[config.mk]
export PLATFORM = sky130hd
export DESIGN_NAME = setpoint_menu_and_outputs
export DESIGN_NICKNAME = d
export VERILOG_FILES = /design/src/setpoint_menu_pkg.sv /design/src/setpoint_menu_and_outputs.sv
export VERILOG_INCLUDE_DIRS = /design/src
export SDC_FILE = /design/constraint.sdc
export NUM_CORES = 1
export LEC_CHECK = 0
export BUFFER_PORTS_ARGS = -buffer_cell sky130_fd_sc_hd__buf_4
export CAP_MARGIN = 30
export CORE_MARGIN = 3
export CORE_UTILIZATION = 30
export CTS_CLUSTER_DIAMETER = 60
export DETAILED_ROUTE_END_ITERATION = 8
export PLACE_DENSITY = 0.51
export REMOVE_ABC_BUFFERS = 1
export SLEW_MARGIN = 20
export SYNTH_ARGS = -nofsm -noshare
export SYNTH_HDL_FRONTEND = slang
export SYNTH_SLANG_ARGS = --single-unit
[constraint.sdc]
create_clock -name i_ref_clk -period 9.4 [get_ports i_ref_clk]
set_input_delay 0 -clock i_ref_clk [delete_from_list [all_inputs] [get_ports i_ref_clk]]
set_output_delay 0 -clock i_ref_clk [all_outputs]
set_load 0.01 [all_outputs]
[src/setpoint_menu_regs.svh]
// Constants for the setpoint menu and pulse output block
`ifndef SETPOINT_MENU_REGS_SVH
`define SETPOINT_MENU_REGS_SVH
// Sized so the ten-second product stays unsigned and does not wrap
`define CLK_HZ 32'h0EE6B280
`define INACT_TIMEOUT_S 32'h0000000A
`define INACT_TIMEOUT_CYC (`CLK_HZ * `INACT_TIMEOUT_S)
`define CODE_DIGITS 4
`define SP_DIGITS 8
`define PEND_W 16
`define PW_W 24
`define CURRENT_FORCE_UA 3500
`endif

[src/setpoint_menu_pkg.sv]
// Types for the setpoint menu and pulse output block
`default_nettype none
package setpoint_menu_pkg;
    typedef enum logic [10:0] {
        ST_DISPLAY = 11'h001,
        ST_CODE_PROMPT = 11'h002,
        ST_CODE_ENTRY = 11'h004,
        ST_CODE_OK = 11'h008,
        ST_SP_PROMPT = 11'h010,
        ST_SP_EDIT = 11'h020,
        ST_PROG_CODE = 11'h040,
        ST_PROG_MENU = 11'h080,
        ST_CL_PROMPT = 11'h100,
        ST_CL_EDIT = 11'h200,
        ST_CL_FUNC = 11'h400
    } menu_state_t;
    typedef struct packed {
        logic adv;
        logic back;
        logic up;
        logic down;
    } keys_t;
    typedef struct packed {
        logic [1:0] div_sel;
        logic [23:0] width;
    } pulse_cfg_t;
endpackage : setpoint_menu_pkg
`default_nettype wire

[src/setpoint_menu_and_outputs.sv]
// Front-panel menu, current-loop calibration and pulse output logic
// How it works
// RQ1: Advance plus Up together in display mode opens the setpoint menu.
// RQ2: Unprotected entry shows first setpoint prompt, rate or total form.
// RQ3: Protected entry shows code prompt; advance starts per-digit code entry.
// RQ4: Matching code then back press shows the first setpoint prompt.
// RQ5: Wrong code or ten idle seconds return to display mode.
// RQ6: Up or Down toggles between first and second setpoint prompts.
// RQ7: Advance edits setpoint; back returns to prompt, back again exits.
// RQ8: Setpoint request ignored unless direct access menu is enabled.
// RQ9: Sink closes for programmed width per least digit change.
// RQ10: Divider of 10, 100, 1000 or 10000 on digit changes.
// RQ11: Pulses unsynchronised, spaced so rate is at most half width.
// RQ12: Pending pulses are cleared by power loss reset.
// RQ13: Advance plus back enters programme mode, code asked if protected.
// RQ14: Current function advance shows low endpoint; advance edits from MSD.
// RQ15: Up or Down selects high endpoint; three backs return to display.
// RQ16: Endpoint values accepted in either order.
// RQ17: Rate calibration change forces constant 3.5mA until recalibrated.
// RQ18: All-zero access code disables setpoint code protection.
// RQ19: Pending counter counts divided events up and emitted pulses down.
// RQ20: Idle timer restarts on every press, counted in clock ticks.
`timescale 1ns/1ps
`default_nettype none
`include "setpoint_menu_regs.svh"
module setpoint_menu_and_outputs
    import setpoint_menu_pkg::*;
#(
    parameter int unsigned TIMEOUT_CYC = `INACT_TIMEOUT_CYC
) (
    // Clock and reset
    input wire logic i_ref_clk,
    input wire logic i_rst,
    // Push-buttons, one-cycle press pulses
    input wire keys_t i_keys,
    // Configuration
    input wire logic i_direct_setpoint_access_enable,
    input wire logic [15:0] i_setpoint_code,
    input wire logic [15:0] i_prog_code,
    input wire logic i_alarm_one_is_rate,
    input wire logic i_cal_change,
    input wire logic i_prog_menu_at_calib,
    // Totaliser least digit change pulse
    input wire logic i_lsd_change,
    input wire pulse_cfg_t i_pulse_cfg,
    // Display state
    output logic [10:0] o_menu_state,
    output logic o_rate_alarm_one_prompt,
    output logic o_total_alarm_one_prompt,
    output logic o_second_setpoint_prompt,
    output logic o_high_endpoint,
    output logic [2:0] o_edit_digit,
    output logic [15:0] o_code_entered,
    // Analog stage and pulse output
    output logic o_current_forced,
    output logic o_pulse_sink
);
    menu_state_t state_ff;
    logic sel_second_ff;
    logic high_ep_ff;
    logic [2:0] digit_ff;
    logic [15:0] code_ff;
    logic [31:0] idle_ff;
    logic forced_ff;
    logic [13:0] div_ff;
    logic [`PEND_W-1:0] pend_ff;
    logic [`PW_W-1:0] pw_cnt_ff;
    logic phase_on_ff;
    logic busy_ff;
    logic [13:0] div_max;
    logic div_evt;
    logic emit_start;
    logic any_key;
    logic code_timeout;
    logic [3:0] cur_nib;

    assign any_key = i_keys.adv | i_keys.back | i_keys.up | i_keys.down;
    assign code_timeout = idle_ff >= TIMEOUT_CYC - 1;
    assign cur_nib = code_ff[digit_ff[1:0]*4 +: 4];

    // Idle timer, only runs while a code is being asked for
    always_ff @(posedge i_ref_clk) begin
        if (i_rst || any_key) begin
            idle_ff <= 32'h00000000; // [RQ20]
        end else if (state_ff == ST_CODE_PROMPT || state_ff == ST_CODE_ENTRY
                     || state_ff == ST_PROG_CODE) begin
            idle_ff <= idle_ff + 32'h00000001;
        end else begin
            idle_ff <= 32'h00000000;
        end
    end

    // Menu state machine
    always_ff @(posedge i_ref_clk) begin
        if (i_rst) begin
            state_ff <= ST_DISPLAY;
        end else begin
            unique case (state_ff)
                ST_DISPLAY: begin
                    if (i_keys.adv && i_keys.up && i_direct_setpoint_access_enable) begin
                        // [RQ1] [RQ8] [RQ18] [RQ2]
                        state_ff <= (i_setpoint_code == 16'h0000) ? ST_SP_PROMPT
                                                                  : ST_CODE_PROMPT;
                    end else if (i_keys.adv && i_keys.back) begin
                        // [RQ13]
                        state_ff <= (i_prog_code == 16'h0000) ? ST_PROG_MENU
                                                              : ST_PROG_CODE;
                    end
                end
                ST_CODE_PROMPT: begin
                    if (code_timeout) state_ff <= ST_DISPLAY; // [RQ5]
                    else if (i_keys.adv) state_ff <= ST_CODE_ENTRY; // [RQ3]
                end
                ST_CODE_ENTRY: begin
                    if (code_timeout) begin
                        state_ff <= ST_DISPLAY; // [RQ5]
                    end else if (i_keys.adv && digit_ff == 3'h3) begin
                        // Wrong code leaves at once, right code waits for back
                        state_ff <= (code_ff == i_setpoint_code) ? ST_CODE_OK
                                                                 : ST_DISPLAY; // [RQ5]
                    end
                end
                ST_CODE_OK: begin
                    if (i_keys.back) state_ff <= ST_SP_PROMPT; // [RQ4]
                end
                ST_SP_PROMPT: begin
                    if (i_keys.adv) state_ff <= ST_SP_EDIT; // [RQ7]
                    else if (i_keys.back) state_ff <= ST_DISPLAY; // [RQ7]
                end
                ST_SP_EDIT: begin
                    if (i_keys.back) state_ff <= ST_SP_PROMPT; // [RQ7]
                end
                ST_PROG_CODE: begin
                    if (code_timeout) state_ff <= ST_DISPLAY;
                    else if (i_keys.adv && digit_ff == 3'h3) begin
                        state_ff <= (code_ff == i_prog_code) ? ST_PROG_MENU : ST_DISPLAY;
                    end
                end
                ST_PROG_MENU: begin
                    if (i_prog_menu_at_calib) state_ff <= ST_CL_FUNC;
                    else if (i_keys.back) state_ff <= ST_DISPLAY;
                end
                ST_CL_FUNC: begin
                    if (i_keys.adv) state_ff <= ST_CL_PROMPT; // [RQ14]
                    else if (i_keys.back) state_ff <= ST_DISPLAY; // [RQ15]
                end
                ST_CL_PROMPT: begin
                    if (i_keys.adv) state_ff <= ST_CL_EDIT; // [RQ14]
                    else if (i_keys.back) state_ff <= ST_CL_FUNC; // [RQ15]
                end
                ST_CL_EDIT: begin
                    if (i_keys.back) state_ff <= ST_CL_PROMPT;
                end
                default: state_ff <= ST_DISPLAY;
            endcase
        end
    end

    // Prompt selection toggles
    always_ff @(posedge i_ref_clk) begin
        if (i_rst || state_ff == ST_DISPLAY) begin
            sel_second_ff <= 1'b0;
            high_ep_ff <= 1'b0;
        end else if (i_keys.up || i_keys.down) begin
            if (state_ff == ST_SP_PROMPT) sel_second_ff <= ~sel_second_ff; // [RQ6]
            if (state_ff == ST_CL_PROMPT) high_ep_ff <= ~high_ep_ff; // [RQ15]
        end
    end

    // Digit cursor and code entry, code typed least significant digit first
    always_ff @(posedge i_ref_clk) begin
        if (i_rst || state_ff == ST_DISPLAY || state_ff == ST_SP_PROMPT
            || state_ff == ST_CL_PROMPT || state_ff == ST_CODE_PROMPT) begin
            digit_ff <= 3'h0;
            code_ff <= 16'h0000;
        end else if (state_ff == ST_CODE_ENTRY || state_ff == ST_PROG_CODE) begin
            if (i_keys.adv) digit_ff <= digit_ff + 3'h1; // [RQ3]
            else if (i_keys.up) code_ff[digit_ff[1:0]*4 +: 4] <=
                (cur_nib == 4'h9) ? 4'h0 : cur_nib + 4'h1;
            else if (i_keys.down) code_ff[digit_ff[1:0]*4 +: 4] <=
                (cur_nib == 4'h0) ? 4'h9 : cur_nib - 4'h1;
        end else if (state_ff == ST_SP_EDIT || state_ff == ST_CL_EDIT) begin
            // Endpoint values stored as entered, no ordering check [RQ16]
            if (i_keys.adv) digit_ff <= (digit_ff == 3'h7) ? 3'h0 : digit_ff + 3'h1; // [RQ14]
        end
    end

    // Forced output until the current loop is recalibrated
    always_ff @(posedge i_ref_clk) begin
        if (i_rst) begin
            forced_ff <= 1'b0;
        end else if (i_cal_change) begin
            forced_ff <= 1'b1; // [RQ17]
        end else if (state_ff == ST_CL_EDIT && i_keys.back) begin
            forced_ff <= 1'b0;
        end
    end

    // Divider on digit change events
    always_comb begin
        unique case (i_pulse_cfg.div_sel)
            2'h0: div_max = 14'h0009;
            2'h1: div_max = 14'h0063;
            2'h2: div_max = 14'h03E7;
            2'h3: div_max = 14'h270F;
        endcase
    end
    assign div_evt = i_lsd_change && (div_ff >= div_max);

    always_ff @(posedge i_ref_clk) begin
        if (i_rst) begin
            div_ff <= 14'h0000;
        end else if (i_lsd_change) begin
            div_ff <= div_evt ? 14'h0000 : div_ff + 14'h0001; // [RQ10]
        end
    end

    assign emit_start = !busy_ff && (pend_ff != '0);

    // Pending pulse counter, cleared by power-on reset [RQ12]
    always_ff @(posedge i_ref_clk) begin
        if (i_rst) begin
            pend_ff <= '0; // [RQ12]
        end else if (div_evt && !emit_start && pend_ff != '1) begin
            pend_ff <= pend_ff + 1'b1; // [RQ19]
        end else if (!div_evt && emit_start) begin
            pend_ff <= pend_ff - 1'b1; // [RQ19]
        end
    end

    // Pulse timer: on for width, then off for width
    always_ff @(posedge i_ref_clk) begin
        if (i_rst) begin
            busy_ff <= 1'b0;
            phase_on_ff <= 1'b0;
            pw_cnt_ff <= '0;
        end else if (emit_start) begin
            busy_ff <= 1'b1; // [RQ9]
            phase_on_ff <= 1'b1;
            pw_cnt_ff <= '0;
        end else if (busy_ff) begin
            if (pw_cnt_ff + 1'b1 >= i_pulse_cfg.width) begin
                pw_cnt_ff <= '0;
                phase_on_ff <= 1'b0; // [RQ11]
                if (!phase_on_ff) busy_ff <= 1'b0;
            end else begin
                pw_cnt_ff <= pw_cnt_ff + 1'b1;
            end
        end
    end

    // Registered outputs
    always_ff @(posedge i_ref_clk) begin
        if (i_rst) begin
            o_menu_state <= 11'h001;
            o_rate_alarm_one_prompt <= 1'b0;
            o_total_alarm_one_prompt <= 1'b0;
            o_second_setpoint_prompt <= 1'b0;
            o_high_endpoint <= 1'b0;
            o_edit_digit <= 3'h0;
            o_code_entered <= 16'h0000;
            o_current_forced <= 1'b0;
            o_pulse_sink <= 1'b0;
        end else begin
            o_menu_state <= state_ff;
            o_rate_alarm_one_prompt <= state_ff == ST_SP_PROMPT && !sel_second_ff
                                       && i_alarm_one_is_rate; // [RQ2]
            o_total_alarm_one_prompt <= state_ff == ST_SP_PROMPT && !sel_second_ff
                                        && !i_alarm_one_is_rate;
            o_second_setpoint_prompt <= sel_second_ff;
            o_high_endpoint <= high_ep_ff;
            o_edit_digit <= digit_ff;
            o_code_entered <= code_ff;
            o_current_forced <= forced_ff;
            o_pulse_sink <= busy_ff && phase_on_ff;
        end
    end

    // Checks
    gated_entry_a: assert property (@(posedge i_ref_clk) disable iff (i_rst)
        state_ff == ST_DISPLAY && i_keys.adv && i_keys.up && !i_keys.back
        && !i_direct_setpoint_access_enable |=> state_ff == ST_DISPLAY) // [RQ8]
        else $error("setpoint menu opened while disabled");
    open_entry_a: assert property (@(posedge i_ref_clk) disable iff (i_rst)
        state_ff == ST_DISPLAY && i_keys.adv && i_keys.up
        && i_direct_setpoint_access_enable && i_setpoint_code == 16'h0000
        |=> state_ff == ST_SP_PROMPT) // [RQ18]
        else $error("unprotected entry missed prompt");
    code_prompt_a: assert property (@(posedge i_ref_clk) disable iff (i_rst)
        state_ff == ST_DISPLAY && i_keys.adv && i_keys.up
        && i_direct_setpoint_access_enable && i_setpoint_code != 16'h0000
        |=> state_ff == ST_CODE_PROMPT) // [RQ3]
        else $error("code prompt missing");
    code_ok_a: assert property (@(posedge i_ref_clk) disable iff (i_rst)
        state_ff == ST_CODE_OK && i_keys.back |=> state_ff == ST_SP_PROMPT) // [RQ4]
        else $error("back after code did not open prompt");
    timeout_exit_a: assert property (@(posedge i_ref_clk) disable iff (i_rst)
        state_ff == ST_CODE_ENTRY && code_timeout |=> state_ff == ST_DISPLAY) // [RQ5]
        else $error("idle code entry did not time out");
    sp_toggle_a: assert property (@(posedge i_ref_clk) disable iff (i_rst)
        state_ff == ST_SP_PROMPT && i_keys.up && !i_keys.adv && !i_keys.back
        |=> sel_second_ff != $past(sel_second_ff)) // [RQ6]
        else $error("setpoint prompt did not toggle");
    forced_hold_a: assert property (@(posedge i_ref_clk) disable iff (i_rst)
        i_cal_change |=> ##1 o_current_forced) // [RQ17]
        else $error("current not forced after calibration change");
    pulse_width_a: assert property (@(posedge i_ref_clk) disable iff (i_rst)
        $rose(o_pulse_sink) && i_pulse_cfg.width == 24'h000002 && $stable(i_pulse_cfg)
        |=> o_pulse_sink ##1 !o_pulse_sink ##1 !o_pulse_sink) // [RQ11]
        else $error("pulse on or off time wrong");
    pend_down_a: assert property (@(posedge i_ref_clk) disable iff (i_rst)
        emit_start && !div_evt |=> pend_ff == $past(pend_ff) - 1'b1) // [RQ19]
        else $error("pending count not decremented");
endmodule : setpoint_menu_and_outputs
`default_nettype wire

## After elaboration in Yosys (flattened, before gate mapping)

Cells that the tools add are included.
Widths: inputs -> output; s select.

| operators by class | value |
|---|---|
| add/sub/neg operators | 9 |
| order comparisons | 3 |
| equal/unequal tests | 29 |
| shift-type cells | 4 |
| muxes and demuxes | 46 |
| bitwise gates (word level) | 7 |
| reductions and logical operators | 49 |

Operators with widths:

| cell | number |
|---|---|
| $mux 11 | 16 |
| $pmux 11 s10 | 1 |
| $shiftx 4x34->16 | 2 |
| $mux 16 | 4 |
| $pmux 14 s4 | 1 |
| $neg 4->34 | 1 |
| $shift 4x34->16 const A | 1 |
| $add 32x1->32 const B | 1 |
| $bwmux 16 | 2 |
| $eq 16x16->1 | 2 |
| $ge 32x32->1 const B | 1 |
| $logic_not 16->1 | 2 |
| $add 24x1->24 const B | 1 |
| $ge 24x24->1 | 1 |
| $mux 24 | 1 |
| $add 16x1->16 const B | 1 |
| $mux 8 | 2 |
| $ne 16x16->1 const B | 1 |
| $reduce_bool 16->1 | 1 |
| $shiftx 16x5->4 | 1 |
| $sub 16x1->16 const B | 1 |
| $mux 3 | 5 |
| $add 14x1->14 const B | 1 |
| $ge 14x14->1 | 1 |
| other kinds (39) | 96 |

| storage, ports and cells | value |
|---|---|
| register bits | 157 |
| input port bits | 69 |
| output and inout port bits | 36 |
| word-level logic and storage cells | 168 |

## Depth between registers and ports, before layout

| logic depth | value |
|---|---|
| word-level depth | 8 |
| mapped depth | 18 |
| gate-level depth less buffers | 17 |

## Worst setup path after synthesis

OpenSTA, ideal clock, no wires.

| timing path | value |
|---|---|
| kind | flip-flop to flip-flop |
| start | reg div_ff[1] |
| end | reg pend_ff[13] |
| library setup time | 135 ps |
| arrival | 3596 ps |
| required time | 9265 ps |
| slack | 5669 ps |
| cell stages (with the launch flop) | 15 |
| path buffers | 1 |
| period minus slack after synthesis | 3731 ps |
| cell sequence | dfxtp_1 ha_1 a211oi_1 o211ai_1 a211o_1 nand4_1 clkbuf_1 ha_1 a211oi_1 o211ai_1 nand2_1 o21ai_0 a21o_1 a211oi_1 o32ai_1 |

| on the way | value |
|---|---|
| word-level cells in the longest chain between the ends | 5 |
| elaborated cells on any way between the ends | 8 |
| those cells by class | order compare: 1; mux: 1; reduce/logical: 6 |

Ends and longest elaborated chain:

| what | line | RTL |
|---|---|---|
| from (decl) | setpoint_menu_and_outputs.sv:65 | `logic [13:0] div_ff;` |
| from (signal assigned) | setpoint_menu_and_outputs.sv:214 | `div_ff <= div_evt ? 14'h0000 : div_ff + 14'h0001;` |
| $ge 14x14->1 * | setpoint_menu_and_outputs.sv:208 | `assign div_evt = i_lsd_change && (div_ff >= div_max);` |
| $logic_and 1x1->1 * | setpoint_menu_and_outputs.sv:208 |  |
| $logic_and 1x1->1 / $logic_not 1->1 (equally long branches) | setpoint_menu_and_outputs.sv:224, setpoint_menu_and_outputs.sv:226 |  |
| $logic_and 1x1->1, on equally long branches | setpoint_menu_and_outputs.sv:224, setpoint_menu_and_outputs.sv:226 |  |
| $mux 16 / $reduce_bool 2->1 (equally long branches) | n/a |  |
| to (signal assigned) | setpoint_menu_and_outputs.sv:225 | `pend_ff <= pend_ff + 1'b1;` |
| to (signal assigned) | setpoint_menu_and_outputs.sv:227 | `pend_ff <= pend_ff - 1'b1;` |
| to (decl) | setpoint_menu_and_outputs.sv:66 | `` logic [`PEND_W-1:0] pend_ff; `` |

Mark *: on every way between the ends. The rest lies on a longest branch, timed or not.
A chain may end at the register's enable or synchronous reset.

## Worst setup path after layout

| timing path | value |
|---|---|
| start | reg pw_cnt_ff[2] |
| end | reg pw_cnt_ff[2] |

| on the way | value |
|---|---|
| word-level cells in the longest chain between the ends | 3 |

Ends and longest elaborated chain:

| what | line | RTL |
|---|---|---|
| from (decl) | setpoint_menu_and_outputs.sv:67 | `` logic [`PW_W-1:0] pw_cnt_ff; `` |
| from (signal assigned) | setpoint_menu_and_outputs.sv:247 | `pw_cnt_ff <= pw_cnt_ff + 1'b1;` |
| $add 24x1->24 * | setpoint_menu_and_outputs.sv:242, setpoint_menu_and_outputs.sv:247 |  |
| $ge 24x24->1 | setpoint_menu_and_outputs.sv:242 | `if (pw_cnt_ff + 1'b1 >= i_pulse_cfg.width) begin` |
| $mux 24 * | setpoint_menu_and_outputs.sv:242 |  |

Marked as above.

==> summary.txt <==
GRT
  – First-pass GRT wire length: around 38 mm
  – GRT overflow: 0
  – Initial antenna violation count: 0
  – Largest net degree at the start of global routing: 43
  – Gr usage total: approximately 14%
  – Vias in the first global route: roughly 7500

Hold path
  – Hold path depth: 4
  – Worst hold path type: input pin to register
  – Hold_sp: i_prog_code[15]

Layout
  – Nets@finish: 1312
  – Layout filler cell count: roughly 3000
  – Final Instance Area: around 0.011 sq mm
  – Area Overhead vs Synth: 21.0%
  – Most common cell after layout, fill and taps aside: dfxtp_1
  – Most frequent cells in the layout: 157 x dfxtp_1, 120 x nor2_1, 110 x buf_4
  – Diode count: 0
  – Layout cells sized above 1: between 10% and 20%

Setup path
  – Worst setup EP type: register
  – Max incr delay on CP: approximately 0.67 ns
  – Req. time, crit path: about 9.8 ns
  – Crit path from: pw_cnt_ff[2]
  – CP endpoint: pw_cnt_ff[2]
  – Cell Chain, Critical Path: and4_1 -> nand4_1 -> nor3_1 -> nand2_1 -> xnor2_1 -> ha_1 -> a2111oi_0 -> o21ai_0 -> o211ai_1 -> a21oi_1 -> a2111o_1 -> nor3b_1 -> a21o_1
  – Slowest CP cell: nor3_1
  – Worst EP arrival: about 4.5 ns
  – Critical path type: register to register
  – Critical Path Fanout Max: 17
  – Flop-to-flop setup slack: around 5.3 ns
  – Startpoint Class: register
  – FF-to-FF path depth: 13
  – Reg-to-Reg End: pw_cnt_ff[2]
  – Worst reg2reg startpoint: pw_cnt_ff[2]

Logic synthesis
  – Syn Std Cell Area: 0.00898 sq mm
  – Post-synthesis async set-or-reset flop share: 0%
  – FF+latch count, synth: about 160
  – Mapped Cells: 1073
  – Dominant synthesized flop cell: dfxtp_1
  – Distinct cells, synth: slightly below 70
  – Syn avg cell area: around 8.4 sq um
  – Synth Warn #: 0
  – Post-synth EDFFs: 0
  – Post-synthesis sequential area ratio: 35.0%

Power and ir drop
  – Cell Pwr Density: between 150 and 200 mW/mm^2
  – Worst vdd ir: between 0.1 and 0.15 mV
  – Pleak: 4.43 nW

Detailed routing
  – WL/cell: between 10 and 15 um
  – 1st-iter DRT viols: about 330
  – Mean number of vias per cell: ~5
  – Post-route DRC: 0
  – Routed Wire Length: between 20 and 25 mm
  – Drt first pass iters: 4
  – Vias: just under 8000
  – Antenna Nets Post-Route: 0

Clock tree
  – Clk pin slew, worst setup/hold paths: ~0.07 ns
  – Cts bufs inserted: 17
  – Post CTS Setup Buffer Count: 0
  – Cts repair resizes: 0
  – H-tree depth: 4
  – Sink Count: 157
  – Root Buffer: clkbuf_16
  – Cts hold-fix bufs: 9
  – CTS tree: built
  – Clk_lat worst skew: about 0.42 ns
  – Clock buffer depth: 2

Timing
  – Crit share post-route: 43.6%
  – RSZ-0062 raised after global routing: false
  – Setup slack after layout: around 5.3 ns
  – FMAX: 244 MHz
  – Post-route minimum period: a little over 4 ns
  – Hold WS: about 0.016 ns
  – Fin Setup TNS: 0 ns
  – Rel. slew slack: a little under half
  – Setup violators final: 0
  – Hold Violations, Final: 0
  – Clock Skews: between 0.015 and 0.02 ns
  – Max-slew violation count: 0
  – Slew @ Worst Pin: approximately 0.79 ns

Floorplanning
  – Initial Util: between 30% and 40%
  – I/O pins: 105
  – Core area: 0.0291 sq mm
  – Die H: between 150 and 200 um
  – Die width: 179 um
  – Cell Rows: 62
  – Die ar.: 0.0321 sq mm

Run
  – Max cap viols: 0

Placed design
  – Pre-CTS setup slack: 5.31 ns
  – Gpl congestion: ~0.85
  – HPWL reported at the end of detailed placement: 17.2 mm
  – IO buf count: 104
  – Dpl cell area: between 0.01 and 0.015 sq mm

Outcome
  – Outcome: completed
[stage by stage]
| stage | instances | total power [W] | util, % |
|---|---|---|---|
| 5_1_grt | 1572 | 0.00213 | 37.4 |
| 4_1_cts | 1572 | 0.00204 | 37.4 |
| 3_3_place_gp | 1533 | 0.00130 | 35.0 |
| 2_1_floorplan | 1039 | 0.00115 | - |
| 3_5_place_dp | 1533 | 0.00129 | 35.0 |
| 6_report | 1572 | 0.00201 | 37.4 |
[cells in the mapped netlist, drive strengths merged (32+ instances only)]
cell | n | share of area [%]
xor2 | 62 | 6.0
o21ai | 35 | 1.9
inv | 54 | 2.3
clkbuf | 32 | 1.3
ha | 65 | 9.1
nand3 | 46 | 2.6
a21oi | 46 | 2.6
nor2 | 120 | 5.0
nand2 | 105 | 4.4
nor4 | 32 | 2.2
xnor2 | 48 | 4.7
dfxtp | 157 | 35
nor2b | 34 | 2.4
[critical path, delay by kind of cell, from the launching register on]
family	cells	cell delay [ns]
XOR/XNOR	1	0.27
flip-flops	1	0.42
adder cells (fa/ha/maj)	1	0.29
AO/OA/AOI/OAI	6	1.49
AND/OR/NAND/NOR	5	1.57
[power by group]
| group | internal, W | leakage, nW | switching (W) | total [W] |
|---|---|---|---|---|
| Sequential | 0.000702 | 1.27 | 0.0000472 | 0.000750 |
| Combinational | 0.000234 | 2.87 | 0.000300 | 0.000535 |
| Clock | 0.000451 | 0.290 | 0.000276 | 0.000728 |
| Total | 0.00139 | 4.43 | 0.000624 | 0.00201 |
[final cells by class]
class                      instances  area, sq um  share of cell area, %
timing repair buffer             119          916                   8.43
sequential                       157         3140                   28.9
clock inverter                     9          161                   1.48
clock buffer                      21          450                   4.14
inverter                          54          203                   1.86
multi-input combinational        828         5520                   50.7
tap                              384          480                   4.42
[routing by layer]
metal	wire length, um	vias to the layer above	share of wire (%)	global-route usage [%]
li1	-	3988	-	-
met1	10800	3664	47	18.6
met2	11100	147	48	24.4
met3	777	20	3.4	2.60
met4	409	0	1.8	4.61
met5	0	-	0	0
[worst min-delay path by stage]
| stage | end | slack (ns) |
|---|---|---|
| finish | state_ff[6] | 0.02 |
| CTS | state_ff[6] | 0.008 |
| detailed placement | o_total_alarm_one_prompt | 0.18 |
| global route | state_ff[6] | 0.01 |
| global placement | o_total_alarm_one_prompt | 0.18 |
| floorplan | o_edit_digit[0] | 0.07 |
[registers in the layout (all words and copies together) (netlist names), 3 cells and up]
name,count
code_ff,16
pend_ff,16
state_ff,11
pw_cnt_ff,24
div_ff,14
o_edit_digit,3
digit_ff,3
o_menu_state,11
idle_ff,32
o_code_entered,16
[kinds of logic after synthesis]
group	Yosys count	share of synthesized area [%]
fa+ha+maj	66	9.28
mux	9	1.57
xor+xnor	110	10.7
flops	157	35.0
compound gates	178	13.8
simple gates	465	26.0
buf+inv	88	3.68
Power figures use the tool's default switching activity.
